$ cat src/lmc_pkg.sv
package lmc_pkg;

  // -----------------------------------------------------------------
  // register map
  // -----------------------------------------------------------------
  localparam logic [7:0] ADDR_LED_CURRENT      = 8'h10;
  localparam logic [7:0] ADDR_LED_CONTROL      = 8'h11;
  localparam logic [7:0] ADDR_LED_CONFIGURATION = 8'h12;
  localparam logic [7:0] ADDR_NVM_WRITE_UNLOCK = 8'h13;

  localparam logic [7:0] RST_LED_CURRENT       = 8'h00;
  localparam logic [7:0] RST_LED_CONTROL       = 8'h00;
  localparam logic [7:0] RST_NVM_WRITE_UNLOCK  = 8'h00;
  localparam logic [7:0] RDATA_ZERO            = 8'h00;
  localparam logic [7:0] RDATA_PENDING         = 8'h01;

  // -----------------------------------------------------------------
  // field positions
  // -----------------------------------------------------------------
  localparam int unsigned TORCH_CUR_LSB  = 0;
  localparam int unsigned TORCH_DUTY_LSB = 3;
  localparam int unsigned INDICATOR_CUR_LSB   = 6;
  localparam int unsigned BIT_INDICATOR_ON    = 0;
  localparam int unsigned BIT_INDICATOR_PULSE = 1;
  localparam int unsigned BIT_MOD_EN     = 2;
  localparam int unsigned BIT_TORCH_ON   = 3;
  localparam int unsigned CEILING_LSB    = 0;
  localparam int unsigned BIT_INDICATOR_PRESENT = 7;

  // -----------------------------------------------------------------
  // timing
  // -----------------------------------------------------------------
  localparam longint unsigned CLK_HZ       = 100_000_000;
  localparam longint unsigned PWM_FREQ_MHZ = 31_250_000; // 31.25 kHz in mHz
  localparam int unsigned PWM_SLOTS        = 32;
  localparam int unsigned PWM_PERIOD_CYC   =
    int'((CLK_HZ * 1000) / PWM_FREQ_MHZ);
  localparam int unsigned SLOT_CYC         = PWM_PERIOD_CYC / PWM_SLOTS;
  localparam logic [6:0]  SLOT_LAST        = 7'(SLOT_CYC - 1);
  localparam logic [4:0]  SLOT_IDX_LAST    = 5'(PWM_SLOTS - 1);
  localparam longint unsigned PULSE_MS     = 100;
  localparam int unsigned PULSE_CYC        = int'((CLK_HZ / 1000) * PULSE_MS);

  // arbitrary value, not a real unlock code
  localparam logic [7:0] UNLOCK_CODE_DEFAULT = 8'h5A;

  // -----------------------------------------------------------------
  // types
  // -----------------------------------------------------------------
  typedef struct packed {
    logic       wr;
    logic       rd;
    logic [7:0] addr;
    logic [7:0] wdata;
  } lmc_bus_req_t;

  typedef enum logic [1:0] {
    UNL_LOCKED = 2'b00,
    UNL_ARMED  = 2'b01,
    UNL_OPEN   = 2'b11
  } lmc_unlock_t;

endpackage

$ cat src/lmc_led_ctrl.sv
// Function
// - modulator runs at fixed 31.25 kHz
// - indicator on, not present: torch output modulated
// - indicator on, present: indicator output used
// - pulse bit, not present: 100ms torch pulse
// - pulse bit, present: 100ms indicator pulse
// - pulse bit clears itself after pulse
// - steady indicator beats pulse request
// - modulation enable gates duty on torch
// - torch bit switches torch output
// - ceiling field read-only from nonvolatile memory
// - present bit writable, reset from memory
// - fault detection only when indicator present
// - right code unlocks memory one command
// - unlock register reads write pending
// - wrong code keeps memory locked
// - torch current clamped to ceiling
// - indicator current codes 2 to 16 mA
// - torch current codes 10 to 80 mA
module lmc_led_ctrl #(
  parameter int unsigned PULSE_LEN_CYC = lmc_pkg::PULSE_CYC,
  parameter logic [7:0]  UNLOCK_CODE   = lmc_pkg::UNLOCK_CODE_DEFAULT
) (
  // clock and reset
  input  wire logic                 clk_i,
  input  wire logic                 rst_i,
  // register access, one decoded bus command
  input  wire lmc_pkg::lmc_bus_req_t bus_req_i,
  input  wire logic                 cmd_end_i,
  output logic [7:0]                rdata_o,
  // nonvolatile settings
  input  wire logic [2:0]           nvm_ceiling_i,
  input  wire logic                 nvm_present_i,
  output logic                      nvm_write_en_o,
  // torch output
  output logic                      torch_en_o,
  output logic [2:0]                torch_level_o,
  // indicator output
  output logic                      indicator_en_o,
  output logic [1:0]                indicator_level_o,
  output logic                      indicator_fault_det_en_o
);
  import lmc_pkg::*;

  // -----------------------------------------------------------------
  // helpers
  // -----------------------------------------------------------------
  function automatic logic [5:0] duty_slots(input logic [2:0] sel);
    logic [5:0] n;
    n = 6'h01;
    unique case (sel)
      3'h0: n = 6'h01;
      3'h1: n = 6'h02;
      3'h2: n = 6'h03;
      3'h3: n = 6'h05;
      3'h4: n = 6'h08;
      3'h5: n = 6'h0C;
      3'h6: n = 6'h14;
      3'h7: n = 6'h20;
    endcase
    return n;
  endfunction

  function automatic logic [2:0] clamp3(input logic [2:0] v,
                                        input logic [2:0] lim);
    return (v > lim) ? lim : v;
  endfunction

  function automatic logic hit(input lmc_bus_req_t r, input logic [7:0] a);
    return r.addr == a;
  endfunction

  // -----------------------------------------------------------------
  // registers
  // -----------------------------------------------------------------
  logic [2:0]  torch_current_sel_ff;
  logic [2:0]  torch_duty_sel_ff;
  logic [1:0]  indicator_current_sel_ff;
  logic        indicator_on_ff;
  logic        indicator_pulse_ff;
  logic        mod_en_ff;
  logic        torch_on_ff;
  logic [2:0]  torch_current_ceiling_ff;
  logic        indicator_present_ff;
  logic        nvm_loaded_ff;
  lmc_unlock_t unlock_ff;
  lmc_unlock_t nxt_unlock;
  logic [6:0]  slot_cnt_ff;
  logic [4:0]  slot_idx_ff;
  logic        pwm_hi_ff;
  logic [23:0] pulse_cnt_ff;
  logic        pulse_done;
  logic        wr_cur;
  logic        wr_ctl;
  logic        wr_cfg;
  logic        wr_unl;

  assign wr_cur = bus_req_i.wr && hit(bus_req_i, ADDR_LED_CURRENT);
  assign wr_ctl = bus_req_i.wr && hit(bus_req_i, ADDR_LED_CONTROL);
  assign wr_cfg = bus_req_i.wr && hit(bus_req_i, ADDR_LED_CONFIGURATION);
  assign wr_unl = bus_req_i.wr && hit(bus_req_i, ADDR_NVM_WRITE_UNLOCK);

  // -----------------------------------------------------------------
  // current register
  // -----------------------------------------------------------------
  always_ff @(posedge clk_i or posedge rst_i) begin
    if (rst_i) begin
      torch_current_sel_ff     <= RST_LED_CURRENT[2:0];
      torch_duty_sel_ff        <= RST_LED_CURRENT[5:3];
      indicator_current_sel_ff <= RST_LED_CURRENT[7:6];
    end else if (wr_cur) begin
      torch_current_sel_ff     <= bus_req_i.wdata[TORCH_CUR_LSB +: 3];
      torch_duty_sel_ff        <= bus_req_i.wdata[TORCH_DUTY_LSB +: 3];
      indicator_current_sel_ff <= bus_req_i.wdata[INDICATOR_CUR_LSB +: 2];
    end
  end

  // -----------------------------------------------------------------
  // control register
  // -----------------------------------------------------------------
  always_ff @(posedge clk_i or posedge rst_i) begin
    if (rst_i) begin
      indicator_on_ff <= RST_LED_CONTROL[BIT_INDICATOR_ON];
      mod_en_ff       <= RST_LED_CONTROL[BIT_MOD_EN];
      torch_on_ff     <= RST_LED_CONTROL[BIT_TORCH_ON];
    end else if (wr_ctl) begin
      indicator_on_ff <= bus_req_i.wdata[BIT_INDICATOR_ON];
      mod_en_ff       <= bus_req_i.wdata[BIT_MOD_EN];
      torch_on_ff     <= bus_req_i.wdata[BIT_TORCH_ON];
    end
  end

  // host write wins over the self clear in the same cycle
  always_ff @(posedge clk_i or posedge rst_i) begin
    if (rst_i) begin
      indicator_pulse_ff <= RST_LED_CONTROL[BIT_INDICATOR_PULSE];
    end else if (wr_ctl) begin
      indicator_pulse_ff <= bus_req_i.wdata[BIT_INDICATOR_PULSE];
    end else if (pulse_done) begin
      indicator_pulse_ff <= 1'b0;
    end
  end

  // -----------------------------------------------------------------
  // configuration register, loaded from memory after reset
  // -----------------------------------------------------------------
  always_ff @(posedge clk_i or posedge rst_i) begin
    if (rst_i) begin
      nvm_loaded_ff <= 1'b0;
    end else begin
      nvm_loaded_ff <= 1'b1;
    end
  end

  always_ff @(posedge clk_i or posedge rst_i) begin
    if (rst_i) begin
      torch_current_ceiling_ff <= 3'h0;
    end else begin
      torch_current_ceiling_ff <= nvm_ceiling_i;
    end
  end

  always_ff @(posedge clk_i or posedge rst_i) begin
    if (rst_i) begin
      indicator_present_ff <= 1'b0;
    end else if (!nvm_loaded_ff) begin
      indicator_present_ff <= nvm_present_i;
    end else if (wr_cfg) begin
      indicator_present_ff <= bus_req_i.wdata[BIT_INDICATOR_PRESENT];
    end
  end

  // -----------------------------------------------------------------
  // memory write unlock
  // -----------------------------------------------------------------
  always_comb begin
    nxt_unlock = unlock_ff;
    if (wr_unl) begin
      if (bus_req_i.wdata == UNLOCK_CODE) begin
        nxt_unlock = UNL_ARMED;
      end else begin
        nxt_unlock = UNL_LOCKED;
      end
    end else if (cmd_end_i) begin
      unique case (unlock_ff)
        UNL_LOCKED: nxt_unlock = UNL_LOCKED;
        UNL_ARMED:  nxt_unlock = UNL_OPEN;
        UNL_OPEN:   nxt_unlock = UNL_LOCKED;
        default:    nxt_unlock = UNL_LOCKED;
      endcase
    end
  end

  always_ff @(posedge clk_i or posedge rst_i) begin
    if (rst_i) begin
      unlock_ff <= UNL_LOCKED;
    end else begin
      unlock_ff <= nxt_unlock;
    end
  end

  always_ff @(posedge clk_i or posedge rst_i) begin
    if (rst_i) begin
      nvm_write_en_o <= 1'b0;
    end else begin
      nvm_write_en_o <= (nxt_unlock == UNL_OPEN);
    end
  end

  // -----------------------------------------------------------------
  // read data
  // -----------------------------------------------------------------
  always_ff @(posedge clk_i or posedge rst_i) begin
    if (rst_i) begin
      rdata_o <= RDATA_ZERO;
    end else if (bus_req_i.rd) begin
      unique case (bus_req_i.addr)
        ADDR_LED_CURRENT: rdata_o <= {indicator_current_sel_ff,
                                      torch_duty_sel_ff,
                                      torch_current_sel_ff};
        ADDR_LED_CONTROL: rdata_o <= {4'h0, torch_on_ff, mod_en_ff,
                                      indicator_pulse_ff,
                                      indicator_on_ff};
        ADDR_LED_CONFIGURATION: rdata_o <= {indicator_present_ff, 4'h0,
                                            torch_current_ceiling_ff};
        ADDR_NVM_WRITE_UNLOCK: rdata_o <= (unlock_ff == UNL_LOCKED) ?
                                          RDATA_ZERO : RDATA_PENDING;
        default: rdata_o <= RDATA_ZERO;
      endcase
    end
  end

  // -----------------------------------------------------------------
  // duty-cycle generator
  // -----------------------------------------------------------------
  always_ff @(posedge clk_i or posedge rst_i) begin
    if (rst_i) begin
      slot_cnt_ff <= 7'h00;
    end else if (slot_cnt_ff == SLOT_LAST) begin
      slot_cnt_ff <= 7'h00;
    end else begin
      slot_cnt_ff <= slot_cnt_ff + 7'h01;
    end
  end

  always_ff @(posedge clk_i or posedge rst_i) begin
    if (rst_i) begin
      slot_idx_ff <= 5'h00;
    end else if (slot_cnt_ff == SLOT_LAST) begin
      slot_idx_ff <= (slot_idx_ff == SLOT_IDX_LAST) ? 5'h00
                                                    : slot_idx_ff + 5'h01;
    end
  end

  always_ff @(posedge clk_i or posedge rst_i) begin
    if (rst_i) begin
      pwm_hi_ff <= 1'b0;
    end else begin
      pwm_hi_ff <= {1'b0, slot_idx_ff} < duty_slots(torch_duty_sel_ff);
    end
  end

  // -----------------------------------------------------------------
  // single indicator pulse timer
  // -----------------------------------------------------------------
  // a steady indicator holds the pulse pending; it runs once steady clears
  logic pulse_run;
  assign pulse_run = indicator_pulse_ff && !indicator_on_ff;

  assign pulse_done = pulse_run &&
                      (pulse_cnt_ff == 24'(PULSE_LEN_CYC - 1));

  always_ff @(posedge clk_i or posedge rst_i) begin
    if (rst_i) begin
      pulse_cnt_ff <= 24'h000000;
    end else if (!pulse_run || pulse_done) begin
      pulse_cnt_ff <= 24'h000000;
    end else begin
      pulse_cnt_ff <= pulse_cnt_ff + 24'h000001;
    end
  end

  // -----------------------------------------------------------------
  // output routing
  // -----------------------------------------------------------------
  logic indicator_req;
  assign indicator_req = indicator_on_ff || indicator_pulse_ff;

  always_ff @(posedge clk_i or posedge rst_i) begin
    if (rst_i) begin
      torch_level_o <= 3'h0;
    end else begin
      torch_level_o <= clamp3(torch_current_sel_ff,
                              torch_current_ceiling_ff);
    end
  end

  always_ff @(posedge clk_i or posedge rst_i) begin
    if (rst_i) begin
      indicator_level_o <= 2'h0;
    end else begin
      indicator_level_o <= indicator_current_sel_ff;
    end
  end

  always_ff @(posedge clk_i or posedge rst_i) begin
    if (rst_i) begin
      indicator_en_o <= 1'b0;
    end else begin
      indicator_en_o <= indicator_req && indicator_present_ff;
    end
  end

  // the torch request wins at torch_en_o if the host breaks the exclusion; indicator_en_o still follows the indicator request
  always_ff @(posedge clk_i or posedge rst_i) begin
    if (rst_i) begin
      torch_en_o <= 1'b0;
    end else if (torch_on_ff) begin
      torch_en_o <= !mod_en_ff || pwm_hi_ff;
    end else begin
      torch_en_o <= indicator_req && !indicator_present_ff &&
                    pwm_hi_ff;
    end
  end

  always_ff @(posedge clk_i or posedge rst_i) begin
    if (rst_i) begin
      indicator_fault_det_en_o <= 1'b0;
    end else begin
      indicator_fault_det_en_o <= indicator_present_ff;
    end
  end

endmodule

$ cat config.mk
export PLATFORM = sky130hd
export DESIGN_NAME = lmc_led_ctrl
export DESIGN_NICKNAME = d
export VERILOG_FILES = /design/src/lmc_pkg.sv /design/src/lmc_led_ctrl.sv
export SDC_FILE = /design/constraint.sdc
export NUM_CORES = 1
export LEC_CHECK = 0
export BUFFER_PORTS_ARGS = -buffer_cell sky130_fd_sc_hd__buf_2
export CORE_MARGIN = 2
export CORE_UTILIZATION = 55
export DETAILED_ROUTE_END_ITERATION = 10
export PLACE_DENSITY = 0.76
export SLEW_MARGIN = 15
export SYNTH_ARGS = -nofsm -noshare
export SYNTH_HDL_FRONTEND = slang
export SYNTH_SLANG_ARGS = --single-unit
$ cat constraint.sdc
create_clock -name clk_i -period 2.3 [get_ports clk_i]
set_input_delay 0 -clock clk_i [delete_from_list [all_inputs] [get_ports clk_i]]
set_output_delay 0 -clock clk_i [all_outputs]
set_load 0.1 [all_outputs]
==> impl_metrics.tcl <==
set metrics [dict create \
    outcome "finished clean" \
    grt_pass1_vias 2637 \
    numCtsBuffers 9 \
    pre_cts_ws_ns 0.213 \
    finalCritPeriodShare 0.909 \
    final_area_um2 4230 \
    synth_warnings 0 \
    min_path_type "in2reg" \
    fmax_mhz 478 \
    postCtsResizedCells 0 \
    io_pins 42 \
    htree_num_levels 3 \
    worst-setup-path-type "reg2reg" \
    area_delta_synth_final_pct 18.1 \
    cts_tree "yes" \
    grt_first_pass_wirelength_um 12400 \
    ys.flop_type "dfrtp_1" \
    r2r_setup_slack_ns 0.21 \
    root_buffer "clkbuf_8" \
    grt_max_degree 32 \
    grt_overflow 0 \
    synth_edf_count 0 \
    post_dp_cell_area_um2 3870 \
    postRouteAntennaNets 0 \
    setup_viol 0 \
    clk_pin_slew_worst_paths_ns 0.08 \
    first_pass_iters 4 \
    async_flop_share 1.00 \
    coreArea_um2 6310 \
    slew_headroom 0.572 \
    fin_ws_ns 0.209 \
    final_cells 487 \
    route.vias.total 2704 \
    syn_avg_cell_area_um2 10.4 \
    skew_ns 0.0125 \
    syn-instance-count 345 \
    worst_pin_slew_ns 0.641 \
    critPathLaunchType "register" \
    rows 29 \
    die_w_um 84.7 \
    num_antenna_cells 0 \
    ys_seq_area_frac 0.510 \
    cp_max_fo 7 \
    clockBufferDepth 2 \
    hold_viol 0 \
    final_cell_mix "dfrtp_1 (73), buf_2 (41), nor2_1 (32), nand2_1 (28), inv_1 (18)" \
    critPathRequiredTime_ns 2.57 \
    synthesis.nets 384 \
    mostFrequentLayoutCell "dfrtp_1" \
    p_leak_nw 1.88 \
    drv_slew 0 \
    clk-insertion-delay-late_ns 0.36 \
    die_area_um2 7170 \
    ys_types 46 \
    power.density_nw_per_um2 623 \
    worst_ep_arrival_time_ns 2.36 \
    die_y_um 84.7 \
    nets 444 \
    finalWirelength_um 7020 \
    dpl.hpwl_um 4950 \
    via_per_inst 5.55 \
    rsz0062_at_grt "false" \
    fin_tns_setup_ns 0 \
    syn_area_um2 3580 \
    drc 0 \
    postCtsHoldBufs 15 \
    start_util 0.567 \
    grtUsageTotal 0.219 \
    holdWs_ns 0.114 \
    wl_per_cell_um 14.4 \
    io_buffers 41 \
    final.min_clock_period_ns 2.09 \
    ir_drop_uv 388 \
    final_layout_size_suffix_gt1_frac 0.200 \
    antenna_found_initial 0 \
    cts_setup_buffers 0 \
    drt-initial-drc-count 134 \
    ys_ff_latch 73 \
    gp_congestion 0.827 \
    maxCapViolCount 0 \
    dp_cells 456 \
    clock-sinks 73 \
    critPathCaptureType "register" \
]
[sequential cells by signal, summed over array words and instances, names as in the netlist, 2 cells and up]
name and cells:
torch_current_sel_ff 3, unlock_ff 2, rdata_o 8, torch_duty_sel_ff 3, slot_cnt_ff 7, torch_level_o 3
slot_idx_ff 5, indicator_level_o 2, indicator_current_sel_ff 2, pulse_cnt_ff 24, torch_current_ceiling_ff 3
[synthesized netlist by cell type (3+ instances only)]
cell,instances,share of area
nand4_1,7,0.012
o21ai_0,17,0.024
and4_1,3,0.0073
and3_1,4,0.0070
nand3_1,13,0.018
nor4_1,4,0.0070
nor3_1,6,0.0084
nor2_1,32,0.034
nand2_1,28,0.029
a21oi_1,15,0.021
inv_1,19,0.020
xor2_1,3,0.0073
mux2i_1,7,0.020
o31ai_1,5,0.010
dfrtp_1,73,0.51
clkbuf_1,7,0.0073
o22ai_1,6,0.010
and2_1,3,0.0052
or4_1,5,0.010
nor4b_1,4,0.0098
or3_1,5,0.0087
nor2b_1,10,0.017
ha_1,14,0.049
nand2b_1,3,0.0052
mux2_2,15,0.047
xnor2_1,14,0.034
[path summary, 6_finish.rpt]
check,start,to,cells past startpoint
worst max register to register,pulse_cnt_ff[0],pulse_cnt_ff[22],5
min in group asynchronous,rst_i,pulse_cnt_ff[10],3
worst min-delay path,bus_req_i[17],indicator_present_ff,4
worst min register to register,indicator_current_sel_ff[1],indicator_level_o[1],0
worst max-delay path,pulse_cnt_ff[0],pulse_cnt_ff[22],5
max in group asynchronous,rst_i,pulse_cnt_ff[2],4
[critical path, stage by stage (launching register included)]
cell,delay (ns)
dfrtp_1,0.39
ha_1,0.24
nand4_1,0.20
or4_1,0.67
or3_1,0.35
a21oi_1,0.16
[cell families (layout without fill, tap and decap cells)]
kind of cell	Yosys count	count (layout)	synth area share
XOR/XNOR	17	17	0.0416
adder cells (fa/ha/maj)	14	14	0.0489
multiplexers	22	22	0.0667
flip-flops	73	73	0.510
AO/OA/AOI/OAI	51	51	0.0835
other	1	1	0.00105
AND/OR/NAND/NOR	137	137	0.214
buffers and inverters	30	95	0.0342
[report_power, final]
part	leakage, nW	internal, W	switching, W
combinational	0.803	0.0000819	0.000157
sequential	0.972	0.00131	0.0000215
clock	0.102	0.000611	0.000450
[final cells by class]
type                    count  area (um2)
clock inverters             3        65.1
flip-flops and latches     73        1830
clock buffers              13         139
fillers                   484        2090
multi-input cells         242        1630
well taps                  77        96.3
repair buffers             60         398
inverters                  19        71.3
[metal layers]
metal | part of all wire | GRT usage
met4 | 0.016 | 0.0952
met3 | 0.040 | 0.0433
met5 | 0 | 0
met1 | 0.47 | 0.296
met2 | 0.48 | 0.345
[stage by stage]
stage                     total power [W]  utilization
after floorplan                   0.00151            -
after global placement            0.00157        0.614
after detailed placement          0.00158        0.614
after CTS                         0.00265        0.670
after global routing              0.00274        0.670
final                             0.00263        0.670
(Power assumes the default switching activity.)
